$ cat src/design/aar_pkg.sv
// aar_pkg: register offsets, field positions, reset values and codes
// for the auto-ack / auto-retry control register bank.
// assumes an 8-bit register port with 6-bit addresses.
package aar_pkg;
  localparam logic [5:0] OFF_STATE_CTRL  = 6'h02;
  localparam logic [5:0] OFF_STATE_RPT   = 6'h01;
  localparam logic [5:0] OFF_TRX_CTRL1   = 6'h04;
  localparam logic [5:0] OFF_EXT_CTRL1   = 6'h17;
  localparam logic [5:0] OFF_EXT_CTRL0   = 6'h2c;
  localparam logic [5:0] OFF_SEED_LOW    = 6'h2d;
  localparam logic [5:0] OFF_SEED_HIGH   = 6'h2e;
  // reset values
  localparam logic [7:0] RST_TRX_CTRL1   = 8'h20;
  localparam logic [7:0] RST_EXT_CTRL1   = 8'h00;
  localparam logic [7:0] RST_EXT_CTRL0   = 8'h38;
  localparam logic [7:0] RST_SEED_LOW    = 8'hea;
  localparam logic [7:0] RST_SEED_HIGH   = 8'h42;
  // writable masks (reserved bits read zero)
  localparam logic [7:0] MSK_EXT_CTRL1   = 8'h76;
  // field positions
  localparam int POS_AUTO_FCS   = 5;
  localparam int POS_RES_FILT   = 5;
  localparam int POS_RES_UPLD   = 4;
  localparam int POS_SHORT_ACK  = 2;
  localparam int POS_PROMISC    = 1;
  localparam int POS_SLOTTED    = 0;
  localparam int POS_ACK_SUPP   = 4;
  // state commands
  localparam logic [4:0] CMD_NOP        = 5'h00;
  localparam logic [4:0] CMD_TX_START   = 5'h02;
  localparam logic [4:0] CMD_FORCE_OFF  = 5'h03;
  localparam logic [4:0] CMD_FORCE_PLL  = 5'h04;
  localparam logic [4:0] CMD_RX_ON      = 5'h06;
  localparam logic [4:0] CMD_OFF        = 5'h08;
  localparam logic [4:0] CMD_PLL_ON     = 5'h09;
  localparam logic [4:0] CMD_AACK_ON    = 5'h16;
  localparam logic [4:0] CMD_ARET_ON    = 5'h19;
  // transaction results
  localparam logic [2:0] RES_SUCCESS    = 3'h0;
  localparam logic [2:0] RES_PENDING    = 3'h1;
  localparam logic [2:0] RES_WAIT_ACK   = 3'h2;
  localparam logic [2:0] RES_CH_FAIL    = 3'h3;
  localparam logic [2:0] RES_NO_ACK     = 3'h5;
  localparam logic [2:0] RES_INVALID    = 3'h7;
  // special retry value and symbol delays
  localparam logic [2:0] CSMA_IMMEDIATE = 3'h7;
  localparam int TX_START_SYM   = 1;
  localparam int ACK_LONG_SYM   = 12;
  localparam int ACK_SHORT_LO   = 2;
  localparam int ACK_SHORT_HI   = 3;
endpackage

$ cat src/design/aar_ctrl.sv
// aar_ctrl: control/status registers of the extended operating mode.
// assumes a synchronous 8-bit register port from the host interface,
// a symbol tick from the modem and event strobes from the frame engine.
`timescale 1ns/1ps
`default_nettype none
module aar_ctrl
  import aar_pkg::*;
(
  input  wire logic       sys_clk_in,
  input  wire logic       rst_in,
  input  wire logic       reg_wr_in,
  input  wire logic       reg_rd_in,
  input  wire logic [5:0] reg_addr_in,
  input  wire logic [7:0] reg_wdata_in,
  output logic      [7:0] reg_rdata_out,
  input  wire logic       sleep_trigger_pin_in,
  input  wire logic       sym_tick_in,
  input  wire logic       high_rate_in,
  input  wire logic [4:0] state_report_in,
  input  wire logic       wake_in,
  input  wire logic       aret_done_in,
  input  wire logic       ack_rx_in,
  input  wire logic       ack_pending_in,
  input  wire logic       no_ack_in,
  input  wire logic       ch_fail_in,
  input  wire logic       rx_end_in,
  input  wire logic       rx_fcs_ok_in,
  input  wire logic       rx_reserved_in,
  input  wire logic       rx_addr_ok_in,
  input  wire logic       rx_ack_req_in,
  input  wire logic [1:0] rx_version_in,
  output logic      [4:0] state_cmd_out,
  output logic            state_cmd_stb_out,
  output logic            tx_begin_out,
  output logic            auto_fcs_out,
  output logic            frame_end_irq_out,
  output logic            address_match_irq_out,
  output logic            ack_send_out,
  output logic      [3:0] frame_retry_limit_out,
  output logic      [2:0] channel_access_retry_limit_out,
  output logic            csma_bypass_out,
  output logic            seed_load_out,
  output logic     [10:0] seed_out
);
  ////////////////////////////////////////////////////////////////////
  // trigger pin synchroniser and rising edge
  logic trig_s1_q, trig_s2_q, trig_s3_q;
  logic trig_s1_d, trig_s2_d, trig_s3_d;
  logic trig_rise;
  always_comb begin
    trig_s1_d = sleep_trigger_pin_in;
    trig_s2_d = trig_s1_q;
    trig_s3_d = trig_s2_q;
  end
  always_ff @(posedge sys_clk_in) begin
    if (rst_in) begin
      trig_s1_q <= 1'b0;
      trig_s2_q <= 1'b0;
      trig_s3_q <= 1'b0;
    end else begin
      trig_s1_q <= trig_s1_d;
      trig_s2_q <= trig_s2_d;
      trig_s3_q <= trig_s3_d;
    end
  end
  assign trig_rise = trig_s2_q & ~trig_s3_q;

  ////////////////////////////////////////////////////////////////////
  // register file
  logic [4:0] cmd_q, cmd_d;
  logic [2:0] result_q, result_d;
  logic [7:0] ctrl1_q, ctrl1_d, xctl1_q, xctl1_d, xctl0_q, xctl0_d;
  logic [7:0] seedl_q, seedl_d, seedh_q, seedh_d;
  logic       cmd_stb_q, cmd_stb_d;
  logic       cmd_valid, cmd_block;
  logic       wr_state;
  assign wr_state = reg_wr_in && (reg_addr_in == OFF_STATE_CTRL);
  // reserved codes are dropped so the transceiver state stays put
  always_comb begin
    case (reg_wdata_in[4:0])
      CMD_NOP, CMD_TX_START, CMD_FORCE_OFF, CMD_FORCE_PLL, CMD_RX_ON,
      CMD_OFF, CMD_PLL_ON, CMD_AACK_ON, CMD_ARET_ON: cmd_valid = 1'b1;
      default: cmd_valid = 1'b0;
    endcase
  end
  // force pll blocked in p_on, sleep, no-clock and transition states
  always_comb begin
    cmd_block = (reg_wdata_in[4:0] == CMD_FORCE_PLL) &&
                (state_report_in == 5'h00 || state_report_in == 5'h0f ||
                 state_report_in >= 5'h1c);
  end
  logic wait_ack_q, wait_ack_d;
  logic ack_go;
  logic rx_accept, rx_endirq, rx_ami;
  always_comb begin
    cmd_d     = cmd_q;
    cmd_stb_d = 1'b0;
    ctrl1_d   = ctrl1_q;
    xctl1_d   = xctl1_q;
    xctl0_d   = xctl0_q;
    seedl_d   = seedl_q;
    seedh_d   = seedh_q;
    result_d  = result_q;
    if (reg_wr_in) begin
      if (wr_state) begin
        if (cmd_valid && !cmd_block) begin
          cmd_d     = reg_wdata_in[4:0];
          cmd_stb_d = (reg_wdata_in[4:0] != CMD_NOP);
        end
      end else if (reg_addr_in == OFF_TRX_CTRL1) begin
        ctrl1_d = reg_wdata_in;
      end else if (reg_addr_in == OFF_EXT_CTRL1) begin
        xctl1_d = reg_wdata_in & MSK_EXT_CTRL1;
      end else if (reg_addr_in == OFF_EXT_CTRL0) begin
        xctl0_d = reg_wdata_in;
      end else if (reg_addr_in == OFF_SEED_LOW) begin
        seedl_d = reg_wdata_in;
      end else if (reg_addr_in == OFF_SEED_HIGH) begin
        seedh_d = reg_wdata_in;
      end
    end
    // result events; later ones take priority
    if (wr_state && cmd_valid && !cmd_block &&
        (reg_wdata_in[4:0] == CMD_AACK_ON || reg_wdata_in[4:0] == CMD_ARET_ON)) begin
      result_d = RES_INVALID;
    end
    if (ch_fail_in) result_d = RES_CH_FAIL;
    if (no_ack_in) result_d = RES_NO_ACK;
    if (ack_rx_in) result_d = ack_pending_in ? RES_PENDING : RES_SUCCESS;
    if (wait_ack_d && !wait_ack_q) result_d = RES_WAIT_ACK;
    if (rx_endirq && !xctl0_q[POS_SLOTTED]) result_d = RES_SUCCESS;
    if (ack_go) result_d = RES_SUCCESS;
  end
  always_ff @(posedge sys_clk_in) begin
    if (rst_in) begin
      cmd_q     <= CMD_NOP;
      cmd_stb_q <= 1'b0;
      result_q  <= RES_SUCCESS;
      ctrl1_q   <= RST_TRX_CTRL1;
      xctl1_q   <= RST_EXT_CTRL1;
      xctl0_q   <= RST_EXT_CTRL0;
      seedl_q   <= RST_SEED_LOW;
      seedh_q   <= RST_SEED_HIGH;
    end else begin
      cmd_q     <= cmd_d;
      cmd_stb_q <= cmd_stb_d;
      result_q  <= result_d; // held between events
      ctrl1_q   <= ctrl1_d;
      xctl1_q   <= xctl1_d;
      xctl0_q   <= xctl0_d;
      seedl_q   <= seedl_d;
      seedh_q   <= seedh_d;
    end
  end

  ////////////////////////////////////////////////////////////////////
  // read mux: state report must be read by host
  always_comb begin
    reg_rdata_out = 8'h00;
    if (reg_addr_in == OFF_STATE_CTRL) begin
      reg_rdata_out = {result_q, cmd_q};
    end else if (reg_addr_in == OFF_STATE_RPT) begin
      reg_rdata_out = {3'h0, state_report_in};
    end else if (reg_addr_in == OFF_TRX_CTRL1) begin
      reg_rdata_out = ctrl1_q;
    end else if (reg_addr_in == OFF_EXT_CTRL1) begin
      reg_rdata_out = xctl1_q;
    end else if (reg_addr_in == OFF_EXT_CTRL0) begin
      reg_rdata_out = xctl0_q;
    end else if (reg_addr_in == OFF_SEED_LOW) begin
      reg_rdata_out = seedl_q;
    end else if (reg_addr_in == OFF_SEED_HIGH) begin
      reg_rdata_out = seedh_q;
    end
  end

  ////////////////////////////////////////////////////////////////////
  // tx start delay: one symbol tick after the start command
  logic [3:0] tx_cnt_q, tx_cnt_d;
  logic       tx_pend_q, tx_pend_d;
  always_comb begin
    tx_pend_d = tx_pend_q;
    tx_cnt_d  = tx_cnt_q;
    tx_begin_out = 1'b0;
    if (cmd_stb_q && cmd_q == CMD_TX_START) begin
      tx_pend_d = 1'b1;
      tx_cnt_d  = 4'(TX_START_SYM);
    end else if (tx_pend_q && sym_tick_in) begin
      tx_cnt_d = tx_cnt_q - 4'h1;
      if (tx_cnt_q == 4'h1) begin
        tx_pend_d    = 1'b0;
        tx_begin_out = 1'b1;
      end
    end
  end

  ////////////////////////////////////////////////////////////////////
  // receive frame filtering and ack scheduling
  logic ver_ok;
  logic [3:0] ack_cnt_q, ack_cnt_d;
  logic       ack_pend_q, ack_pend_d;
  always_comb begin
    case (seedh_q[7:6])
      2'h0: ver_ok = (rx_version_in == 2'h0);
      2'h1: ver_ok = (rx_version_in <= 2'h1);
      2'h2: ver_ok = (rx_version_in <= 2'h2);
      default: ver_ok = 1'b1;
    endcase
    // unfiltered reserved frames only need a good fcs and the upload bit
    if (rx_reserved_in && !xctl1_q[POS_RES_FILT]) begin
      rx_accept = rx_fcs_ok_in && xctl1_q[POS_RES_UPLD];
      rx_ami    = 1'b0;
    end else begin
      rx_accept = rx_fcs_ok_in && rx_addr_ok_in && ver_ok &&
                  (!rx_reserved_in || xctl1_q[POS_RES_UPLD]);
      rx_ami    = rx_end_in && rx_addr_ok_in && ver_ok &&
                  (!rx_reserved_in || xctl1_q[POS_RES_UPLD]);
    end
    rx_endirq = rx_end_in && (rx_accept || xctl1_q[POS_PROMISC]);
  end
  assign frame_end_irq_out     = rx_endirq | aret_done_in;
  assign address_match_irq_out = rx_ami;
  // ack only for frames passing filter, also in promiscuous mode
  logic ack_want;
  assign ack_want = rx_end_in && rx_accept && rx_addr_ok_in && rx_ack_req_in &&
                    !seedh_q[POS_ACK_SUPP];
  always_comb begin
    wait_ack_d = wait_ack_q;
    ack_pend_d = ack_pend_q;
    ack_cnt_d  = ack_cnt_q;
    ack_go     = 1'b0;
    if (ack_want) begin
      if (xctl0_q[POS_SLOTTED]) begin
        wait_ack_d = 1'b1;
      end else begin
        ack_pend_d = 1'b1;
        // short delay depends on modulation rate group
        ack_cnt_d = !xctl1_q[POS_SHORT_ACK] ? 4'(ACK_LONG_SYM) :
                    (high_rate_in ? 4'(ACK_SHORT_HI) : 4'(ACK_SHORT_LO));
      end
    end else if (wait_ack_q && trig_rise) begin
      wait_ack_d = 1'b0;
      ack_go     = 1'b1;
    end else if (ack_pend_q && sym_tick_in) begin
      ack_cnt_d = ack_cnt_q - 4'h1;
      if (ack_cnt_q == 4'h1) begin
        ack_pend_d = 1'b0;
        ack_go     = 1'b1;
      end
    end
  end
  assign ack_send_out = ack_go;
  always_ff @(posedge sys_clk_in) begin
    if (rst_in) begin
      tx_pend_q  <= 1'b0;
      tx_cnt_q   <= 4'h0;
      ack_pend_q <= 1'b0;
      ack_cnt_q  <= 4'h0;
      wait_ack_q <= 1'b0;
    end else begin
      tx_pend_q  <= tx_pend_d;
      tx_cnt_q   <= tx_cnt_d;
      ack_pend_q <= ack_pend_d;
      ack_cnt_q  <= ack_cnt_d;
      wait_ack_q <= wait_ack_d;
    end
  end

  ////////////////////////////////////////////////////////////////////
  // configuration outputs and seed load on wake
  assign state_cmd_out     = cmd_q;
  assign state_cmd_stb_out = cmd_stb_q;
  assign auto_fcs_out      = ctrl1_q[POS_AUTO_FCS];
  assign frame_retry_limit_out = xctl0_q[7:4];
  assign channel_access_retry_limit_out = xctl0_q[3:1];
  assign csma_bypass_out = (xctl0_q[3:1] == CSMA_IMMEDIATE);
  assign seed_out      = {seedh_q[2:0], seedl_q};
  assign seed_load_out = wake_in;

  ////////////////////////////////////////////////////////////////////
  // checks
  property p_aret_invalid;
    @(posedge sys_clk_in) disable iff (rst_in)
      (wr_state && reg_wdata_in[4:0] == CMD_ARET_ON && !ch_fail_in && !no_ack_in
       && !ack_rx_in && !rx_end_in && !ack_go) |=> (result_q == RES_INVALID);
  endproperty
  a_aret_invalid: assert property (p_aret_invalid) else $error("no invalid load");
  property p_pending;
    @(posedge sys_clk_in) disable iff (rst_in)
      (ack_rx_in && ack_pending_in && !rx_end_in && !ack_go) |=> (result_q == RES_PENDING);
  endproperty
  a_pending: assert property (p_pending) else $error("pending not reported");
  property p_fcs;
    @(posedge sys_clk_in) disable iff (rst_in) (reg_wr_in && reg_addr_in == OFF_TRX_CTRL1)
      |=> (auto_fcs_out == $past(reg_wdata_in[POS_AUTO_FCS]));
  endproperty
  a_fcs: assert property (p_fcs) else $error("fcs enable wrong");
  property p_bypass;
    @(posedge sys_clk_in) disable iff (rst_in) (reg_wr_in && reg_addr_in == OFF_EXT_CTRL0)
      |=> (csma_bypass_out == ($past(reg_wdata_in[3:1]) == CSMA_IMMEDIATE));
  endproperty
  a_bypass: assert property (p_bypass) else $error("bypass wrong");
  property p_promisc;
    @(posedge sys_clk_in) disable iff (rst_in)
      (rx_end_in && xctl1_q[1]) |-> frame_end_irq_out;
  endproperty
  a_promisc: assert property (p_promisc) else $error("promisc no irq");
  property p_slot_hold;
    @(posedge sys_clk_in) disable iff (rst_in)
      (wait_ack_q && !trig_rise) |-> !ack_send_out;
  endproperty
  a_slot_hold: assert property (p_slot_hold) else $error("ack without trigger");
  property p_reserved_cmd;
    @(posedge sys_clk_in) disable iff (rst_in)
      (wr_state && !cmd_valid) |=> (cmd_q == $past(cmd_q) && !cmd_stb_q);
  endproperty
  a_reserved_cmd: assert property (p_reserved_cmd) else $error("reserved cmd acted");
  property p_seed;
    @(posedge sys_clk_in) disable iff (rst_in) (reg_wr_in && reg_addr_in == OFF_SEED_LOW)
      |=> (seed_out[7:0] == $past(reg_wdata_in));
  endproperty
  a_seed: assert property (p_seed) else $error("seed wrong");
endmodule
`default_nettype wire

$ cat config.mk
export PLATFORM = sky130hd
export DESIGN_NAME = aar_ctrl
export DESIGN_NICKNAME = d
export VERILOG_FILES = /design/src/design/aar_pkg.sv /design/src/design/aar_ctrl.sv
export SDC_FILE = /design/constraint.sdc
export NUM_CORES = 1
export LEC_CHECK = 0
export ABC_CLOCK_PERIOD_IN_PS = 5500
export BUFFER_PORTS_ARGS = -buffer_cell sky130_fd_sc_hd__clkbuf_2
export CAP_MARGIN = 20
export CELL_PAD_IN_SITES_DETAIL_PLACEMENT = 0
export CELL_PAD_IN_SITES_GLOBAL_PLACEMENT = 2
export CORE_MARGIN = 10
export CORE_UTILIZATION = 33
export CTS_CLUSTER_DIAMETER = 80
export DETAILED_ROUTE_END_ITERATION = 8
export PLACE_DENSITY_LB_ADDON = 0.05
export SLEW_MARGIN = 15
export SYNTH_ARGS = -nofsm -noshare
export SYNTH_HDL_FRONTEND = slang
export SYNTH_SLANG_ARGS = --single-unit
$ cat constraint.sdc
create_clock -name sys_clk_in -period 5.5 [get_ports sys_clk_in]
set_input_delay 1.375 -clock sys_clk_in [delete_from_list [all_inputs] [get_ports sys_clk_in]]
set_output_delay 1.375 -clock sys_clk_in [all_outputs]
set_load 0.03 [all_outputs]
==> impl_table.tex <==
\begin{tabular}{lr}
\hline
Metric & Value \\
\hline
\multicolumn{2}{l}{\textbf{Placement}} \\
Global placement routability congestion & 0.7787 \\
PortBufs & 74 \\
\# placed instances & 550 \\
Detail Placement HPWL & 7393 um \\
Area after DPL & 0.003548 mm2 \\
\multicolumn{2}{l}{\textbf{Synthesis}} \\
Top FF cell, synth & sky130\_fd\_sc\_hd\_\_dfxtp\_1 \\
Syn Nets & 423 \\
Register area share after synthesis & 37.68\% \\
Mux cell area share after synthesis & 11.93\% \\
Synthesis warning total & 0 \\
Number of synthesized flops with an enable pin & 0 \\
Fraction of registers with async set/reset & 0\% \\
Flip-flop and latch count after synthesis & 60 \\
Number of standard cells after synthesis & 380 \\
Adder-Cell Fraction of Synth Area & 1.570\% \\
Library cells used by synthesis & 54 \\
Post-Syn Area per Cell & 8.390 um2 \\
Fraction of the mapped netlist area in compound gates & 15.58\% \\
Main combinational cell family by area after synthesis & simple AND/OR/NAND/NOR gates \\
Fraction of synthesized cell area in xor and xnor cells & 0.8242\% \\
Fraction of the mapped netlist area in simple logic gates & 24.69\% \\
Synth Cell Area & 0.003188 mm2 \\
\multicolumn{2}{l}{\textbf{STA}} \\
Crit path time final & 4609 ps \\
Slew of the pin with the lowest slew margin & 1005 ps \\
Setup-violating endpoint count in the final report & 0 \\
Maximum frequency from static timing analysis & 0.2170 GHz \\
Share of the cycle needed by the critical path after routing & 83.80\% \\
Unrepaired setup endpoints after global routing & no \\
Max Clock Skew & 9.854 ps \\
Worst max-slew margin expressed relative to the limit & 32.97\% \\
Accumulated negative setup slack & 0 ps \\
Count of endpoints failing hold in the final timing report & 0 \\
Final max-slew violation count & 0 \\
\multicolumn{2}{l}{\textbf{Clock tree}} \\
Hold-fix buffers at CTS & 0 \\
Clock tree from TritonCTS & built \\
Count of instances resized after the clock tree is built & 0 \\
Setup bufs post-CTS & 0 \\
Clock root buffer master & sky130\_fd\_sc\_hd\_\_clkbuf\_8 \\
Depth of the CTS H-tree & 3 \\
Clock Path Buffers & 2 \\
Clk\_lat worst skew & 340 ps \\
Count of clock tree sinks & 60 \\
Clock buffers created by TritonCTS & 9 \\
Clock transition at the registers of the reported paths & 60 ps \\
\multicolumn{2}{l}{\textbf{Worst setup path}} \\
Peak per-stage delay on the critical path & 560 ps \\
Critical path arrival & 3230 ps \\
Critical-path cell with the highest stage delay & sky130\_fd\_sc\_hd\_\_or4\_4 \\
Critical path fanouts, max & 5 \\
Cell occurring most often along the worst timing path & sky130\_fd\_sc\_hd\_\_clkbuf\_2 \\
Startpoint class of the critical path & primary input \\
CP Cell Sequence & clkbuf\_2, or4\_4, nor3b\_1, a222oi\_1, o21ai\_0, clkbuf\_2 \\
Worst endpoint required time & 4120 ps \\
CP Class & in2out \\
Kind of capture point of the worst setup path & primary output \\
\multicolumn{2}{l}{\textbf{Floorplanning}} \\
Die Footprint & 0.01399 mm2 \\
Standard-cell rows & 35 \\
Initial Utilization & 34.18\% \\
Height of the die & 118.3 um \\
Placeable core area & 0.009328 mm2 \\
Die width & 118.3 um \\
Number of top-level pins & 78 \\
\multicolumn{2}{l}{\textbf{Global routing}} \\
Via count of the first global-routing pass & 2983 \\
All-layer global routing usage & 14.10\% \\
Largest net degree at the start of global routing & 45 \\
Antenna violations before repair & 0 \\
Overall overflow remaining after global route & 0 \\
Wire length of the first global-routing pass & 15950 um \\
\multicolumn{2}{l}{\textbf{Routing}} \\
Number of detailed-routing iterations run before antenna repair & 4 \\
Antenna Nets Post-Route & 0 \\
Overall via count from detail\_route & 2871 \\
DR DRC count & 0 \\
Starting DRT DRC Count & 159 \\
Post-DR wirelength/cell & 17.60 um \\
Routed wire length & 9943 um \\
Routed vias/inst & 5.081 \\
\multicolumn{2}{l}{\textbf{Power}} \\
Share of total power consumed by net switching & 23.64\% \\
Sequential power share & 45.4\% \\
Switching Power & 229.4 uW \\
Leakage & 1.691 nW \\
Ratio of total power to cell area & 257.3 mW/mm2 \\
Largest vdd supply drop & 112.0 uV \\
Internal & 741.1 uW \\
Clock power frac & 46.7\% \\
Total power & 970.5 uW \\
Share of total power in combinational logic & 7.9\% \\
\multicolumn{2}{l}{\textbf{Final layout}} \\
Nets & 475 \\
Antenna diodes & 0 \\
Relative area change from synthesis to final layout & 18.33\% \\
Finished layout cell area & 0.003772 mm2 \\
Post-route insts no fill & 565 \\
Share of layout cells above drive strength 1 & 22.71\% \\
\multicolumn{2}{l}{\textbf{Job}} \\
Max cap viols & 0 \\
\multicolumn{2}{l}{\textbf{Outcome}} \\
Result of the run & completed \\
\multicolumn{2}{l}{\textbf{Hold path}} \\
Worst min-delay path category & reg2reg \\
\hline
\end{tabular}
## worst max-delay path, delay by kind of cell
family	cells	cell delay [ps]
buffers and inverters	2	350
and+or+nand+nor	2	1120
AOI/OAI and AO/OA	2	390
## power groups by stage
stage / Sequential [mW] / Clock [mW] / Combinational [mW]
final: 0.440 / 0.453 / 0.0767
after global routing: 0.441 / 0.483 / 0.0844
after CTS: 0.440 / 0.467 / 0.0774
after detailed placement: 0.450 / 0 / 0.0771
after global placement: 0.450 / 0 / 0.0769
after floorplan: 0.450 / 0 / 0.0459
## routing by layer
metal	up-vias	track usage (%)	share of wire, %
met5	-	0	0
met2	65	21.45	44
met3	5	5.140	6.5
met4	0	4.173	0.55
met1	1355	18.17	49
li1	1446	-	-
## cell type report
class	instances	area (um2)
inverters	16	60.06
clock buffers	11	151.4
multi-input cells	269	1740
clock inverters	4	72.57
well taps	129	161.4
flip-flops and latches	60	1201
repair buffers	76	385.4
fillers	999	5555
## registers in the layout, summed over array words and instances, names as in the netlist
register	flops
trig_s3_q	1
seedh_q	8
xctl0_q	8
ctrl1_q	8
state_cmd_out	5
xctl1_q	5
wait_ack_q	1
seedl_q	8
trig_s1_q	1
state_cmd_stb_out	1
tx_cnt_q	4
trig_s2_q	1
ack_cnt_q	4
result_q	3
ack_pend_q	1
tx_pend_q	1
## synth_stat cells, types with 5 or more instances
cell type,instances,area [um2]
sky130_fd_sc_hd__a21oi_1,15,75.07
sky130_fd_sc_hd__a22oi_1,9,67.56
sky130_fd_sc_hd__buf_2,5,25.02
sky130_fd_sc_hd__buf_4,13,97.59
sky130_fd_sc_hd__clkbuf_1,16,60.06
sky130_fd_sc_hd__dfxtp_1,60,1201
sky130_fd_sc_hd__inv_1,16,60.06
sky130_fd_sc_hd__mux2i_1,38,380.4
sky130_fd_sc_hd__nand2_1,33,123.9
sky130_fd_sc_hd__nand2b_1,8,50.05
sky130_fd_sc_hd__nand3_1,8,40.04
sky130_fd_sc_hd__nor2_1,49,183.9
sky130_fd_sc_hd__nor2b_1,5,31.28
sky130_fd_sc_hd__nor3_1,17,85.08
sky130_fd_sc_hd__o211ai_1,5,37.54
sky130_fd_sc_hd__o21ai_0,17,85.08
## layout by cell type, fill, tap and decap left out, drive strengths merged, types with 3 or more instances in the layout
cell / instances
mux2i: 38
a21oi: 15
or3: 3
o21ai: 18
nand4b: 4
nand2b: 8
and3: 4
a221o: 3
clkbuf: 85
ha: 4
inv: 16
a31oi: 4
nand3b: 3
nor3: 17
a22oi: 9
and4b: 3
nand3: 9
o211ai: 5
nor2b: 5
nand2: 33
dfxtp: 60
or4: 3
nor2: 49
nor3b: 4
## per-stage QoR
stage | utilization (%) | hold slack (ps) | worst slack [ps]
5_1_grt | 40.44 | 458.3 | 772.0
3_3_place_gp | 38.04 | 422.7 | 886.6
6_report | 40.44 | 438.0 | 891.0
2_1_floorplan | - | 413.8 | 1210
4_1_cts | 40.44 | 439.9 | 859.0
3_5_place_dp | 38.04 | 423.9 | 868.4
## kinds of logic (layout without fill, tap and decap cells)
group / Yosys count / after routing
flops: 60 / 60
mux: 38 / 38
fa+ha+maj: 4 / 4
compound gates: 73 / 73
xor+xnor: 3 / 3
buf+inv: 51 / 107
simple gates: 151 / 151
## worst paths after layout
| path | startpoint | endpoint | slack (ps) | cells after the start |
|---|---|---|---|---|
| min reg2reg | trig_s1_q$_SDFF_PP0_ | trig_s2_q$_SDFF_PP0_ | 440 | 1 |
| min | trig_s1_q$_SDFF_PP0_ | trig_s2_q$_SDFF_PP0_ | 440 | 1 |
| max | reg_addr_in[4] | reg_rdata_out[0] | 890 | 6 |
| max reg2reg | seedh_q[7]$_SDFFE_PP0P_ | ack_cnt_q[3]$_SDFFE_PP0P_ | 3560 | 6 |
(Power assumes the default switching activity.)
